## src/rtl/ocs_params.svh

```systemverilog
// Offsets, field positions, reset values and timing counts
`ifndef OCS_PARAMS_SVH
`define OCS_PARAMS_SVH

`define CLK_HZ             64'd50000000
`define FORCE_TIMEOUT_MIN  64'd5
`define FORCE_TIMEOUT_CYC  (`FORCE_TIMEOUT_MIN * 64'd60 * `CLK_HZ)
`define MS_PER_S           64'd1000
`define MS_TICK_CYC        (`CLK_HZ / `MS_PER_S)
`define PREFAULT_WIN_S     64'd1
`define PREFAULT_WIN_MS    10'((`PREFAULT_WIN_S * `MS_PER_S))

`define ADDR_CTRL          8'h00
`define ADDR_PASSWORD      8'h04
`define ADDR_SCALE         8'h08
`define ADDR_STATUS        8'h0C
`define ADDR_MAXCUR        8'h10
`define ADDR_STAGE_STAT    8'h14
`define ADDR_CNT_CLR       8'h18
`define ADDR_LOG_SEL       8'h1C
`define ADDR_LOG_W0        8'h20
`define ADDR_LOG_W1        8'h24
`define ADDR_LOG_W2        8'h28
`define ADDR_START_CNT     8'h40
`define ADDR_TRIP_CNT      8'h4C
`define ADDR_SET_BASE      8'h80
`define ADDR_PRIMARY       8'hC0
`define ADDR_DLY_TYPE      8'hD0
`define ADDR_CONST_BASE    8'hD4

`define CTRL_FORCE         0
`define CTRL_SCALE         1
`define CTRL_SRC_LSB       2
`define CTRL_GRP_LSB       5
`define CTRL_HARM          7
`define CTRL_IDX_LSB       8

`define SCALE_RST          8'h64
`define SCALE_MIN          8'h0A
`define SCALE_MAX          8'hC8
`define PCT_FULL           8'h64
`define PCT_DIV            32'h64
`define LOG_DEPTH          4'h8

`endif

```

## src/rtl/ocs_pkg.sv

```systemverilog
// Types shared by the overcurrent housekeeping block
package ocs_pkg;
  typedef enum logic [2:0] {
    DLY_DT = 3'b000, DLY_NI = 3'b001, DLY_VI = 3'b010,
    DLY_EI = 3'b011, DLY_LTI = 3'b100, DLY_PARAM = 3'b101
  } delay_type_t;
  typedef enum logic [2:0] {
    SRC_NONE = 3'b000, SRC_DI = 3'b001, SRC_VI = 3'b010,
    SRC_IND = 3'b011, SRC_VO = 3'b100, SRC_FKEY = 3'b101
  } group_src_t;
  typedef enum logic [2:0] {
    FT_1N = 3'b000, FT_2N = 3'b001, FT_3N = 3'b010, FT_12 = 3'b011,
    FT_23 = 3'b100, FT_31 = 3'b101, FT_123 = 3'b110
  } fault_type_t;
  typedef struct packed {
    logic [11:0] year;
    logic [3:0]  month;
    logic [4:0]  day;
    logic [4:0]  hour;
    logic [5:0]  minute;
    logic [5:0]  second;
    logic [9:0]  msec;
  } timestamp_t;
  typedef struct packed {
    logic [2:0]  start;
    logic [2:0]  trip;
    fault_type_t ftype;
    logic [7:0]  elapsed_pct;
  } stage_in_t;
  typedef struct packed {
    logic [7:0]  digital;
    logic [7:0]  virt_in;
    logic [7:0]  indicator;
    logic [7:0]  virt_out;
    logic [7:0]  fkey;
  } group_sig_t;
  typedef struct packed {
    timestamp_t  ts;
    fault_type_t ftype;
    logic [1:0]  group;
    logic [7:0]  edly;
    logic [15:0] load;
    logic [15:0] flt;
  } fault_rec_t;
  typedef struct packed {
    logic [15:0] delay;
    logic [15:0] pickup;
  } stage_set_t;
  typedef struct packed {
    logic             valid;
    logic [4:0][15:0] k;
  } coeff_t;
  typedef struct packed {
    logic [31:0]            rdata;
    logic                   unlocked;
    logic                   force_on;
    logic                   scale_en;
    group_src_t             src;
    logic [2:0]             src_idx;
    logic [1:0]             manual_grp;
    logic                   harm;
    logic [7:0]             factor;
    logic [1:0]             grp;
    logic [33:0]            force_cnt;
    logic [2:0]             frc_start;
    logic [2:0]             frc_trip;
    logic [2:0]             eff_start;
    logic [2:0]             eff_trip;
    logic [2:0][15:0]       start_cnt;
    logic [2:0][15:0]       trip_cnt;
    stage_set_t [2:0][3:0]  set;
    delay_type_t            dtype;
    logic [4:0][15:0]       kconst;
    coeff_t                 coeff;
    logic [7:0]             di_s1;
    logic [7:0]             di_s2;
    logic [15:0]            max_cur;
    logic [15:0]            ms_cnt;
    logic [9:0]             win_cnt;
    logic [25:0]            win_sum;
    logic [15:0]            load_avg;
    logic                   in_fault;
    logic                   tripped;
    fault_rec_t             cur;
    fault_rec_t [7:0]       log;
    logic [2:0]             wr_ptr;
    logic [3:0]             log_cnt;
    logic [2:0]             log_sel;
  } state_t;
endpackage : ocs_pkg

```

## src/rtl/overcurrent_stage_fault_log_scaling.sv

```systemverilog
// Setting groups, force flag, counters, fault log and remote pick-up scaling
//
// What this block does
// - Force flag clears after five minutes idle.
// - Status writes accepted only while forcing.
// - Per-stage start and trip counters, clearable.
// - Configuration writes need a valid password.
// - One active group, selectable source signal.
// - Supervise largest of three phase currents.
// - Report pick-up in multiples and primary amps.
// - Constants A-E used only for parameter type.
// - Keep eight newest fault records, drop oldest.
// - Record fault type, peak current, group.
// - Time stamp with date and milliseconds.
// - Pre-fault load is one second average.
// - Elapsed delay in percent, trip is 100.
// - Factor resets to 100, takes 10..200 whether scaling is active or not.
// - Scaling copies group one into group two.
// - Enabling scaling switches to group two.
// - Scaling and group switching never together.
// - Scaling controllable from the register port only.
// - Four setting groups per stage.
`include "ocs_params.svh"

module overcurrent_stage_fault_log_scaling
  import ocs_pkg::*;
#(
  parameter logic [33:0] FORCE_TIMEOUT_CYC = 34'(`FORCE_TIMEOUT_CYC),
  parameter logic [15:0] MS_TICK_CYC       = 16'(`MS_TICK_CYC),
  parameter logic [15:0] PASSWORD          = 16'h5A3C, // Arbitrary value
  parameter logic [15:0] MODE_CURRENT_A    = 16'h0064
)(
  input  wire logic                  clk,
  input  wire logic                  rstn,
  input  wire logic [7:0]            addr,
  input  wire logic [31:0]           wdata,
  input  wire logic                  wr,
  input  wire logic                  rd,
  output      logic [31:0]           rdata,
  input  wire logic [7:0]            digital_input_n,
  input  wire group_sig_t            group_sigs,
  input  wire logic                  panel_key,
  input  wire stage_in_t             stage_in,
  input  wire logic [2:0][15:0]      phase_current,
  input  wire timestamp_t            timestamp,
  output      logic [1:0]            active_group_number,
  output      logic                  force_flag,
  output      logic                  scaling_active,
  output      logic                  harmonics_included_flag,
  output      logic [2:0]            stage_start,
  output      logic [2:0]            stage_trip,
  output      logic [15:0]           max_phase_current,
  output      logic [2:0][15:0]      active_pickup,
  output      logic [2:0][15:0]      active_delay,
  output      coeff_t                inverse_coeff
);

  state_t s_r;
  state_t s_nxt;

  logic        tick;
  logic        sel_bit;
  logic [7:0]  sel_vec;
  logic [2:0]  start_rise;
  logic [2:0]  trip_rise;
  logic        any_active;
  logic [2:0]  rd_idx;
  fault_rec_t  rd_rec;
  logic        ctrl_ok;
  logic        new_scale;
  group_src_t  new_src;
  logic [3:0]  slot;
  logic [31:0] prim;

  // True when a lies on one of n word slots from base
  function automatic logic in_window(logic [7:0] a, logic [7:0] base,
                                     logic [4:0] n);
    logic [8:0] top;
    top = {1'b0, base} + {2'b00, n, 2'b00};
    return (a[1:0] == 2'b00) && ({1'b0, a} >= {1'b0, base}) &&
           ({1'b0, a} < top);
  endfunction : in_window

  function automatic logic [3:0] slot_of(logic [7:0] a, logic [7:0] base);
    logic [7:0] d;
    d = a - base;
    return d[5:2];
  endfunction : slot_of

  // Saturates: a 200 % factor can exceed the 16-bit pick-up range
  function automatic logic [15:0] scale_pickup(logic [15:0] p,
                                               logic [7:0] f);
    logic [31:0] q;
    q = ({16'h0000, p} * {24'h000000, f}) / `PCT_DIV;
    return (q[31:16] != 16'h0000) ? 16'hFFFF : q[15:0];
  endfunction : scale_pickup

  function automatic logic [15:0] max3(logic [2:0][15:0] v);
    logic [15:0] m;
    m = (v[0] > v[1]) ? v[0] : v[1];
    return (v[2] > m) ? v[2] : m;
  endfunction : max3

  always_comb
  begin
    s_nxt      = s_r;
    s_nxt.rdata = 32'h0000_0000;
    tick       = 1'b0;
    sel_bit    = 1'b0;
    sel_vec    = 8'h00;
    start_rise = 3'b000;
    trip_rise  = 3'b000;
    any_active = 1'b0;
    ctrl_ok    = 1'b0;
    new_scale  = 1'b0;
    new_src    = SRC_NONE;
    slot       = 4'h0;
    prim       = 32'h0000_0000;
    rd_idx     = s_r.wr_ptr - 3'h1 - s_r.log_sel;
    rd_rec     = s_r.log[rd_idx];

    // Digital input pins pass two flops before use
    s_nxt.di_s1 = digital_input_n;
    s_nxt.di_s2 = s_r.di_s1;

    s_nxt.max_cur = max3(phase_current);

    if (s_r.ms_cnt == MS_TICK_CYC - 16'h0001)
    begin
      s_nxt.ms_cnt = 16'h0000;
      tick = 1'b1;
    end
    else
      s_nxt.ms_cnt = s_r.ms_cnt + 16'h0001;

    // Sliding would cost a 1000-deep buffer; block average instead
    if (tick)
    begin
      if (s_r.win_cnt == `PREFAULT_WIN_MS - 10'h001)
      begin
        s_nxt.load_avg = 16'((s_r.win_sum + 26'(s_r.max_cur)) /
                             26'(`PREFAULT_WIN_MS));
        s_nxt.win_sum = 26'h0000000;
        s_nxt.win_cnt = 10'h000;
      end
      else
      begin
        s_nxt.win_sum = s_r.win_sum + 26'(s_r.max_cur);
        s_nxt.win_cnt = s_r.win_cnt + 10'h001;
      end
    end

    if (s_r.force_on)
    begin
      if (panel_key)
        s_nxt.force_cnt = 34'h0;
      else if (s_r.force_cnt == FORCE_TIMEOUT_CYC - 34'h1)
      begin
        s_nxt.force_on  = 1'b0;
        s_nxt.force_cnt = 34'h0;
      end
      else
        s_nxt.force_cnt = s_r.force_cnt + 34'h1;
    end

    if (wr)
    begin
      unique case (addr)
        `ADDR_PASSWORD:
          s_nxt.unlocked = (wdata[15:0] == PASSWORD);
        `ADDR_CTRL:
        begin
          new_scale = wdata[`CTRL_SCALE];
          new_src   = group_src_t'(wdata[`CTRL_SRC_LSB +: 3]);
          ctrl_ok   = s_r.unlocked && !(new_scale && new_src != SRC_NONE)
                      && (new_src <= SRC_FKEY);
          if (ctrl_ok)
          begin
            s_nxt.scale_en   = new_scale;
            s_nxt.src        = new_src;
            s_nxt.manual_grp = wdata[`CTRL_GRP_LSB +: 2];
            s_nxt.harm       = wdata[`CTRL_HARM];
            s_nxt.src_idx    = wdata[`CTRL_IDX_LSB +: 3];
            s_nxt.force_on   = wdata[`CTRL_FORCE];
            s_nxt.force_cnt  = 34'h0;
          end
        end
        `ADDR_SCALE:
          if (s_r.unlocked && wdata[7:0] >= `SCALE_MIN &&
              wdata[7:0] <= `SCALE_MAX && wdata[31:8] == 24'h0)
            s_nxt.factor = wdata[7:0];
        `ADDR_STAGE_STAT:
          if (s_r.force_on)
          begin
            s_nxt.frc_start = wdata[2:0];
            s_nxt.frc_trip  = wdata[6:4];
          end
        `ADDR_CNT_CLR:
          for (int s = 0; s < 3; s++)
          begin
            if (wdata[s])
              s_nxt.start_cnt[s] = 16'h0000;
            if (wdata[s + 4])
              s_nxt.trip_cnt[s] = 16'h0000;
          end
        `ADDR_LOG_SEL:
          s_nxt.log_sel = wdata[2:0];
        `ADDR_DLY_TYPE:
          if (s_r.unlocked && wdata[2:0] <= DLY_PARAM)
            s_nxt.dtype = delay_type_t'(wdata[2:0]);
        default:
        begin
          if (in_window(addr, `ADDR_SET_BASE, 5'd12) && s_r.unlocked)
          begin
            slot = slot_of(addr, `ADDR_SET_BASE);
            // Group two belongs to the scaler while it runs
            if (!(s_r.scale_en && slot[1:0] == 2'b01))
              s_nxt.set[slot[3:2]][slot[1:0]] = wdata;
          end
          if (in_window(addr, `ADDR_CONST_BASE, 5'd5) && s_r.unlocked)
          begin
            slot = slot_of(addr, `ADDR_CONST_BASE);
            s_nxt.kconst[slot[2:0]] = wdata[15:0];
          end
        end
      endcase
    end

    if (!s_nxt.force_on)
    begin
      s_nxt.frc_start = 3'b000;
      s_nxt.frc_trip  = 3'b000;
    end

    unique case (s_nxt.src)
      SRC_DI:   sel_vec = s_r.di_s2;
      SRC_VI:   sel_vec = group_sigs.virt_in;
      SRC_IND:  sel_vec = group_sigs.indicator;
      SRC_VO:   sel_vec = group_sigs.virt_out;
      SRC_FKEY: sel_vec = group_sigs.fkey;
      default:  sel_vec = 8'h00;
    endcase
    sel_bit = sel_vec[s_nxt.src_idx];
    if (s_nxt.scale_en)
      s_nxt.grp = 2'b01;
    else if (s_nxt.src == SRC_NONE)
      s_nxt.grp = s_nxt.manual_grp;
    else
      s_nxt.grp = sel_bit ? 2'b01 : 2'b00;

    if (s_nxt.scale_en)
      for (int s = 0; s < 3; s++)
      begin
        s_nxt.set[s][1].delay  = s_nxt.set[s][0].delay;
        s_nxt.set[s][1].pickup =
          scale_pickup(s_nxt.set[s][0].pickup, s_nxt.factor);
      end

    s_nxt.coeff.valid = (s_nxt.dtype == DLY_PARAM);
    s_nxt.coeff.k = s_nxt.coeff.valid ? s_nxt.kconst : '0;

    s_nxt.eff_start = s_nxt.force_on ? s_nxt.frc_start : stage_in.start;
    s_nxt.eff_trip  = s_nxt.force_on ? s_nxt.frc_trip  : stage_in.trip;
    start_rise = s_nxt.eff_start & ~s_r.eff_start;
    trip_rise  = s_nxt.eff_trip & ~s_r.eff_trip;
    // Increment placed after clear so a new event is never lost
    for (int s = 0; s < 3; s++)
    begin
      if (start_rise[s])
        s_nxt.start_cnt[s] = s_nxt.start_cnt[s] + 16'h0001;
      if (trip_rise[s])
        s_nxt.trip_cnt[s] = s_nxt.trip_cnt[s] + 16'h0001;
    end

    any_active = (|s_nxt.eff_start) || (|s_nxt.eff_trip);
    if (any_active && !s_r.in_fault)
    begin
      s_nxt.in_fault  = 1'b1;
      s_nxt.tripped   = 1'b0;
      s_nxt.cur.ts    = timestamp;
      s_nxt.cur.ftype = stage_in.ftype;
      s_nxt.cur.group = s_r.grp;
      s_nxt.cur.flt   = s_r.max_cur;
      s_nxt.cur.load  = s_r.load_avg;
      s_nxt.cur.edly  = 8'h00;
    end
    else if (s_r.in_fault)
    begin
      if (s_r.max_cur > s_r.cur.flt)
        s_nxt.cur.flt = s_r.max_cur;
      if (any_active)
        s_nxt.cur.ftype = stage_in.ftype;
      if (!s_r.tripped && stage_in.elapsed_pct > s_r.cur.edly)
        s_nxt.cur.edly = (stage_in.elapsed_pct > `PCT_FULL) ?
                         `PCT_FULL : stage_in.elapsed_pct;
    end
    if (any_active && (|s_nxt.eff_trip) && !s_r.tripped)
    begin
      s_nxt.tripped   = 1'b1;
      s_nxt.cur.ts    = timestamp;
      s_nxt.cur.edly  = `PCT_FULL;
    end
    if (!any_active && s_r.in_fault)
    begin
      s_nxt.in_fault = 1'b0;
      s_nxt.log[s_r.wr_ptr] = s_nxt.cur;
      s_nxt.wr_ptr = s_r.wr_ptr + 3'h1;
      if (s_r.log_cnt != `LOG_DEPTH)
        s_nxt.log_cnt = s_r.log_cnt + 4'h1;
    end

    if (rd)
    begin
      unique case (addr)
        `ADDR_CTRL:
          s_nxt.rdata = {21'h0, s_r.src_idx, s_r.harm, s_r.manual_grp,
                         s_r.src, s_r.scale_en, s_r.force_on};
        `ADDR_SCALE:      s_nxt.rdata = {24'h0, s_r.factor};
        `ADDR_STATUS:
          s_nxt.rdata = {23'h0, s_r.in_fault, s_r.log_cnt, s_r.unlocked,
                         s_r.scale_en, s_r.grp};
        `ADDR_MAXCUR:     s_nxt.rdata = {16'h0, s_r.max_cur};
        `ADDR_STAGE_STAT:
          s_nxt.rdata = {25'h0, s_r.eff_trip, 1'b0, s_r.eff_start};
        `ADDR_LOG_SEL:    s_nxt.rdata = {29'h0, s_r.log_sel};
        `ADDR_LOG_W0:     s_nxt.rdata = rd_rec.ts[31:0];
        `ADDR_LOG_W1:
          s_nxt.rdata = {3'h0, rd_rec.ftype, rd_rec.group, rd_rec.edly,
                         rd_rec.ts[47:32]};
        `ADDR_LOG_W2:     s_nxt.rdata = {rd_rec.load, rd_rec.flt};
        `ADDR_DLY_TYPE:   s_nxt.rdata = {29'h0, s_r.dtype};
        default:
        begin
          if (in_window(addr, `ADDR_START_CNT, 5'd3))
          begin
            slot = slot_of(addr, `ADDR_START_CNT);
            s_nxt.rdata = {16'h0, s_r.start_cnt[slot[1:0]]};
          end
          else if (in_window(addr, `ADDR_TRIP_CNT, 5'd3))
          begin
            slot = slot_of(addr, `ADDR_TRIP_CNT);
            s_nxt.rdata = {16'h0, s_r.trip_cnt[slot[1:0]]};
          end
          else if (in_window(addr, `ADDR_SET_BASE, 5'd12))
          begin
            slot = slot_of(addr, `ADDR_SET_BASE);
            s_nxt.rdata = s_r.set[slot[3:2]][slot[1:0]];
          end
          else if (in_window(addr, `ADDR_PRIMARY, 5'd3))
          begin
            slot = slot_of(addr, `ADDR_PRIMARY);
            prim = ({16'h0, s_r.set[slot[1:0]][s_r.grp].pickup} *
                    {16'h0, MODE_CURRENT_A}) / `PCT_DIV;
            s_nxt.rdata = prim;
          end
          else if (in_window(addr, `ADDR_CONST_BASE, 5'd5))
          begin
            slot = slot_of(addr, `ADDR_CONST_BASE);
            s_nxt.rdata = {16'h0, s_r.kconst[slot[2:0]]};
          end
        end
      endcase
    end
  end

  always_ff @(posedge clk or negedge rstn)
  begin
    if (!rstn)
    begin
      s_r <= '0;
      s_r.factor <= `SCALE_RST;
    end
    else
      s_r <= s_nxt;
  end

  assign rdata                   = s_r.rdata;
  assign active_group_number     = s_r.grp;
  assign force_flag              = s_r.force_on;
  assign scaling_active          = s_r.scale_en;
  assign harmonics_included_flag = s_r.harm;
  assign stage_start             = s_r.eff_start;
  assign stage_trip              = s_r.eff_trip;
  assign max_phase_current       = s_r.max_cur;
  assign inverse_coeff           = s_r.coeff;

  generate
    for (genvar g = 0; g < 3; g++)
    begin : g_active
      assign active_pickup[g] = s_r.set[g][s_r.grp].pickup;
      assign active_delay[g]  = s_r.set[g][s_r.grp].delay;
    end
  endgenerate

endmodule : overcurrent_stage_fault_log_scaling

```

## config.mk

```make
export PLATFORM = sky130hd
export DESIGN_NAME = overcurrent_stage_fault_log_scaling
export DESIGN_NICKNAME = d
export VERILOG_FILES = /design/src/rtl/ocs_pkg.sv /design/src/rtl/overcurrent_stage_fault_log_scaling.sv
export VERILOG_INCLUDE_DIRS = /design/src /design/src/rtl
export SDC_FILE = /design/constraint.sdc
export NUM_CORES = 2
export LEC_CHECK = 0
export BUFFER_PORTS_ARGS = -buffer_cell sky130_fd_sc_hd__buf_2
export CORE_ASPECT_RATIO = 0.5
export CORE_MARGIN = 3
export CORE_UTILIZATION = 49
export DETAILED_ROUTE_END_ITERATION = 7
export GPL_TIMING_DRIVEN = 1
export HOLD_SLACK_MARGIN = 0.1
export PLACE_DENSITY = 0.65
export SKIP_CTS_REPAIR_TIMING = 1
export SYNTH_ARGS = -nofsm -noshare
export SYNTH_HDL_FRONTEND = slang
export SYNTH_SLANG_ARGS = --single-unit
```

## constraint.sdc

```tcl
create_clock -name clk -period 24.6 [get_ports clk]
set_input_delay 3.69 -clock clk [delete_from_list [all_inputs] [get_ports clk]]
set_output_delay 3.69 -clock clk [all_outputs]
set_load 0.05 [all_outputs]
```

# After elaboration in Yosys (flattened, before gate mapping)
# Cells that the tools add are included.
# classes
addsub,19
mul,4
div,5
magnitude_cmp,33
eq_ne,25
muxes,114
n_bitwise,6
n_reduce_logical,56
# ops
op,n
2-to-1 mux 384 bit,3
bitwise mux 744 bit,1
2-to-1 mux 563 bit,1
binary-select mux 128 bit (select 2 bit),2
2-to-1 mux 16 bit,28
2-to-1 mux 32 bit,13
bitwise mux 384 bit,1
2-to-1 mux 128 bit,3
binary-select mux 32 bit (select 2 bit),5
case mux 32 bit (10 select lines),1
binary-select mux 93 bit (select 3 bit),1
demux 93 bit (select 3 bit),1
demux 128 bit (select 2 bit),1
2-to-1 mux 80 bit,3
2-to-1 mux 93 bit,2
2-to-1 mux 34 bit,5
adder 16 x 1 -> 16 bit (second input constant),7
divider 24 x 7 -> 32 bit (second input constant),3
2-to-1 mux 96 bit,1
bitwise mux 80 bit,1
multiplier 16 x 8 -> 24 bit,3
binary-select mux 16 bit (select 2 bit),2
demux 32 bit (select 2 bit),1
2-to-1 mux 8 bit,7
other kinds (76),166
# totals
register_bits,1693
input_bits,206
output_inout_bits,236
wordCells,439

# Longest topological paths before layout
# logic_depth
word_depth,17
mapped_depth,91
mapped_depth_nobuf,77

# Worst setup path after synthesis
# No wires, ideal clock.
# synth_path
kind,input to register
from,in addr[2]
to,reg s_r[1401] (netlist name)
setup_ps,82
arrival_time_ps,24756
required_ps,24518
setup_slack_ps,-238
path_stages,85
path_buffers,11
path_cell_list,clkbuf_1 > inv_1 > buf_1 > buf_1 > clkbuf_1 > ha_1 > and3_1 > clkbuf_1 > nor4_1 > o21ai_0 > nor3_1 > nand3_1 > nor2_1 > nand2_1 > buf_1 > mux2i_1 > nor2_1 > fa_1 > [49 not listed] > a2111o_1 > nand3_1 > o31a_1 > maj3_1 > o21ai_1 > a221oi_1 > or4_1 > a21o_1 > o2111ai_1 > o2111ai_1 > o21bai_1 > nand2_1 > a21o_1 > a21oi_1 > o21ai_0 > a221o_1 > or2_0 > a31oi_1
# synth_via
elab_chain_cells,17
word_cells_on_any_way,44
cone_classes,1 x add/sub; 1 x mul; 1 x div; 6 x order compare; 9 x eq/ne; 14 x mux; 12 x reduce/logical
# synth_lines
element,line,text
start: declaration,overcurrent_stage_fault_log_scaling.sv:35,"input wire logic [7:0] addr,"
subtractor 6 x 1 -> 6 bit,overcurrent_stage_fault_log_scaling.sv:86,d = a - base;
< comparator 2 x 3 -> 1 bit (not written as such) / greater-or-equal comparator 2 x 1 -> 1 bit (equally long branches),overcurrent_stage_fault_log_scaling.sv:218,s_nxt.set[slot[3:2]][slot[1:0]] = wdata;
logical AND 1 bit (not written as such),overcurrent_stage_fault_log_scaling.sv:218,
2-to-1 mux 32 bit (not written as such),overcurrent_stage_fault_log_scaling.sv:218,
demux 32 bit (select 2 bit),overcurrent_stage_fault_log_scaling.sv:218,
2-to-1 mux 128 bit (not written as such),overcurrent_stage_fault_log_scaling.sv:218,
demux 128 bit (select 2 bit),overcurrent_stage_fault_log_scaling.sv:218,
bitwise mux 384 bit,overcurrent_stage_fault_log_scaling.sv:218,
2-to-1 mux 384 bit,overcurrent_stage_fault_log_scaling.sv:217,if (!(s_r.scale_en && slot[1:0] == 2'b01))
2-to-1 mux 384 bit,overcurrent_stage_fault_log_scaling.sv:213,"if (in_window(addr, `ADDR_SET_BASE, 5'd12) && s_r.unlocked)"
2-to-1 mux 384 bit,overcurrent_stage_fault_log_scaling.sv:168,unique case (addr)
2-to-1 mux 563 bit,overcurrent_stage_fault_log_scaling.sv:166,if (wr)
multiplier 16 x 8 -> 24 bit,overcurrent_stage_fault_log_scaling.sv:94,"q = ({16'h0000, p} * {24'h000000, f}) / `PCT_DIV;"
divider 24 x 7 -> 32 bit (no line),-,
nonzero test 16 bit,overcurrent_stage_fault_log_scaling.sv:95,return (q[31:16] != 16'h0000) ? 16'hFFFF : q[15:0];
2-to-1 mux 16 bit,overcurrent_stage_fault_log_scaling.sv:95,
2-to-1 mux 32 bit,overcurrent_stage_fault_log_scaling.sv:251,if (s_nxt.scale_en)
end signal: assignment,overcurrent_stage_fault_log_scaling.sv:374,s_r <= s_nxt;
end: declaration,overcurrent_stage_fault_log_scaling.sv:58,state_t s_r;
# Several ways; a longest one is shown, not always the timed one. The select of a mux whose other input is x is not followed.
# A chain may end at the register's enable or synchronous reset.

==> impl_metrics.toml <==
[clocking]
cts_tree = "yes"
cts_buffers = 163
ctsHtreeMaxLevel = 4
clk_pin_slew_ps = 60
clock_latency_ps = 840
clockBufferDepth = 4
cts.sinks = 1693
cts-root-buf = "clkbuf_16"

[synth]
syn_area_per_cell_um2 = 9.09
netlist_area_mm2 = 0.118
yosysSeqAreaShare_pct = 35.8
synth_nets = 13800
yosys_warnings = 0
synth.distinct_cells = 135
syn_inst = 13000
yosys_register_bits = 1693
ys_async_sr_fraction_pct = 100
synthFlopType = "dfrtp_1"
synth_edf_count = 0

[timing]
hold_viol = 0
period_share_pct = 96.2
skew_ps = 94.9
hold_slack_ps = 355
fmax_mhz = 42.2
report.final.slew_viol_count = 0
max_slew_margin_pct = 19.0
period_needed_ps = 23670
worstMarginPinSlew_ps = 1210
setup_viol = 0
finalWorstSetupSlack_ps = 926

[hold_path]
min_path_type = "reg2reg"
holdPathStages = 0
hold_end = "s_r[934]"
min_from = "s_nxt[934]"

[routing]
drt-wirelength-per-cell_um = 23.3
drtAntennaViolNets = 0
drc_errors = 0
drt-initial-drc-count = 9776
dr_total_vias = 103000
first_pass_iters = 6
viasPerCell = 6.19
drt_wl_total_mm = 387

[critical_path]
crit_top_cell = "buf_4"
required_ps = 25260
r2r_slack_ps = 2560
critPathArrivalTime_ps = 24330
rr_worst_depth = 81
crit_path_end_kind = "flip-flop"
critical_path.max_stage_delay_ps = 690
crit_path_start_kind = "primary input"
critPathKind = "in2reg"
crit_fanout = 16
r2r_start = "active_group_number[0]"
worst_path_max_delay_cell = "or4_1"
r2r-end = "rdata[0]"

[layout]
fillers = 21600
final-seq-area_mm2 = 0.0424
drive_gt1_share_pct = 17.0
multi_input_area_mm2 = 0.0708
nets = 14000
final_common_cell = "nand2_1"
synthToLayoutAreaGrowth_pct = 10.7
fin_util_pct = 55.1
most-common-layout-cells = "nand2_1 (1795), dfrtp_1 (1688), o21ai_0 (1267), nor2_1 (1042), a21oi_1 (663)"

[die]
start_util_pct = 49.7
die_y_um = 354
die_x_um = 701
num_io_pins = 442
coreArea_mm2 = 0.238
die_area_mm2 = 0.248
rows = 126

[placement]
pre_cts_slack_ps = -373
gp_congestion = 0.945
portBuffers = 433
hpwl_mm = 275

[pwr]
pwr-share-comb_pct = 26.8
intPower_w = 0.00548
power_density_mw_per_mm2 = 62.8
leakagePower_nw = 60.0
seq_power_share_pct = 42.0
power.switching_w = 0.00276
pwr-share-clk_pct = 31.2
ir_drop_uv = 88.2
p_sw_share_pct = 33.5

[grt]
grt_antenna_before_repair = 17
overflow = 0
grt_max_degree = 168
grt_pass1_wl_mm = 594
gr-usage-all-layers_pct = 30.4
grt_pass1_vias = 99000

[run]
cap_violations = 0

[outcome]
status = "finished, final reports clean"
worst max-delay path: cells and delay by family:
kind	cells	cell delay, ps
muxes	4	1290
AOI/OAI and AO/OA	34	7830
buffers and inverters	18	3350
adders and majority gates	4	1290
and+or+nand+nor	20	6500
xor gates and xnor gates	2	340
power groups by stage:
stage / sequential (W) / combinational, W / clock (W)
2_1_floorplan: 0.00341 / 0.00158 / 0
3_3_place_gp: 0.00348 / 0.00215 / 0
3_5_place_dp: 0.00350 / 0.00220 / 0
4_1_cts: 0.00345 / 0.00221 / 0.00260
5_1_grt: 0.00350 / 0.00243 / 0.00272
6_report: 0.00346 / 0.00221 / 0.00257
synth_stat cells, drive strengths merged (103+ instances only):
| master | n | share of area (%) |
|---|---|---|
| a211oi | 152 | 1.0 |
| a21o | 103 | 0.65 |
| a21oi | 687 | 2.9 |
| a31oi | 124 | 0.68 |
| and2 | 199 | 1.1 |
| and3 | 126 | 0.67 |
| buf | 289 | 1.4 |
| clkbuf | 601 | 1.9 |
| dfrtp | 1690 | 36 |
| fa | 265 | 4.5 |
| ha | 281 | 3.0 |
| inv | 622 | 2.0 |
| mux2 | 397 | 3.8 |
| mux2i | 442 | 3.7 |
| mux4 | 312 | 5.9 |
| nand2 | 1810 | 5.7 |
| nand3 | 241 | 1.0 |
| nand4 | 113 | 0.61 |
| nor2 | 1056 | 3.4 |
| nor3 | 234 | 1.0 |
| o21ai | 1315 | 5.6 |
| xnor2 | 302 | 2.2 |
| xor2 | 176 | 1.3 |
worst max-delay path by stage:
stage / end / slack (ps) / start
floorplan: s_r[1401] / 90 / addr[2]
global placement: rdata[1] / -290 / addr[3]
detailed placement: s_r[1274] / -370 / addr[3]
CTS: s_r[1274] / 400 / wdata[15]
global route: s_r[1401] / -90 / addr[3]
finish: rdata[0] / 930 / addr[3]
layer usage:
layer  GRT usage [%]  up-vias  wire length (um)
li1                -    46900                 -
met1            41.9    51100            165000
met2            47.8     3851            174000
met3            5.29      803             29500
met4            12.3        2             18000
met5               0        -                29
registers in the layout, summed over array words and instances, names as in the netlist:
signal                   count
stage_start                  3
stage_trip                   3
inverse_coeff               81
harmonics_included_flag      1
s_nxt                        8
scaling_active               1
s_r                       1545
force_flag                   1
rdata                       32
max_phase_current           16
active_group_number          2
layout make-up:
cell class	instances	area share (%)
antenna	11	0.0210
clock buffer	225	3.57
clock inverter	58	0.455
inverter	628	1.80
multi-input combinational	9824	54.0
sequential	1693	32.3
tap	3200	3.05
timing repair buffer	961	4.76
metrics by stage:
step | cell area (um2) | TNS (ps) | std cells | total power, W
final | 131000 | 0 | 16600 | 0.00824
after global placement | 125000 | -532 | 16300 | 0.00563
after floorplan | 118000 | 0 | 13000 | 0.00500
after global routing | 131000 | -231 | 16600 | 0.00866
after CTS | 130000 | 0 | 16600 | 0.00826
after detailed placement | 125000 | -1550 | 16300 | 0.00570
logic make-up (layout without fill, tap and decap cells):
group | Yosys count | after routing | synth area share, %
AND/OR/NAND/NOR | 4266 | 4266 | 16.3
XOR/XNOR | 479 | 480 | 3.57
buffers and inverters | 1518 | 1872 | 5.30
other | 0 | 11 | 0
multiplexers | 1151 | 1151 | 13.5
adder cells (fa/ha/maj) | 567 | 567 | 7.63
AO/OA/AOI/OAI | 3360 | 3360 | 17.9
flip-flops | 1693 | 1693 | 35.8
No activity file was read; power rests on OpenSTA's default activity.
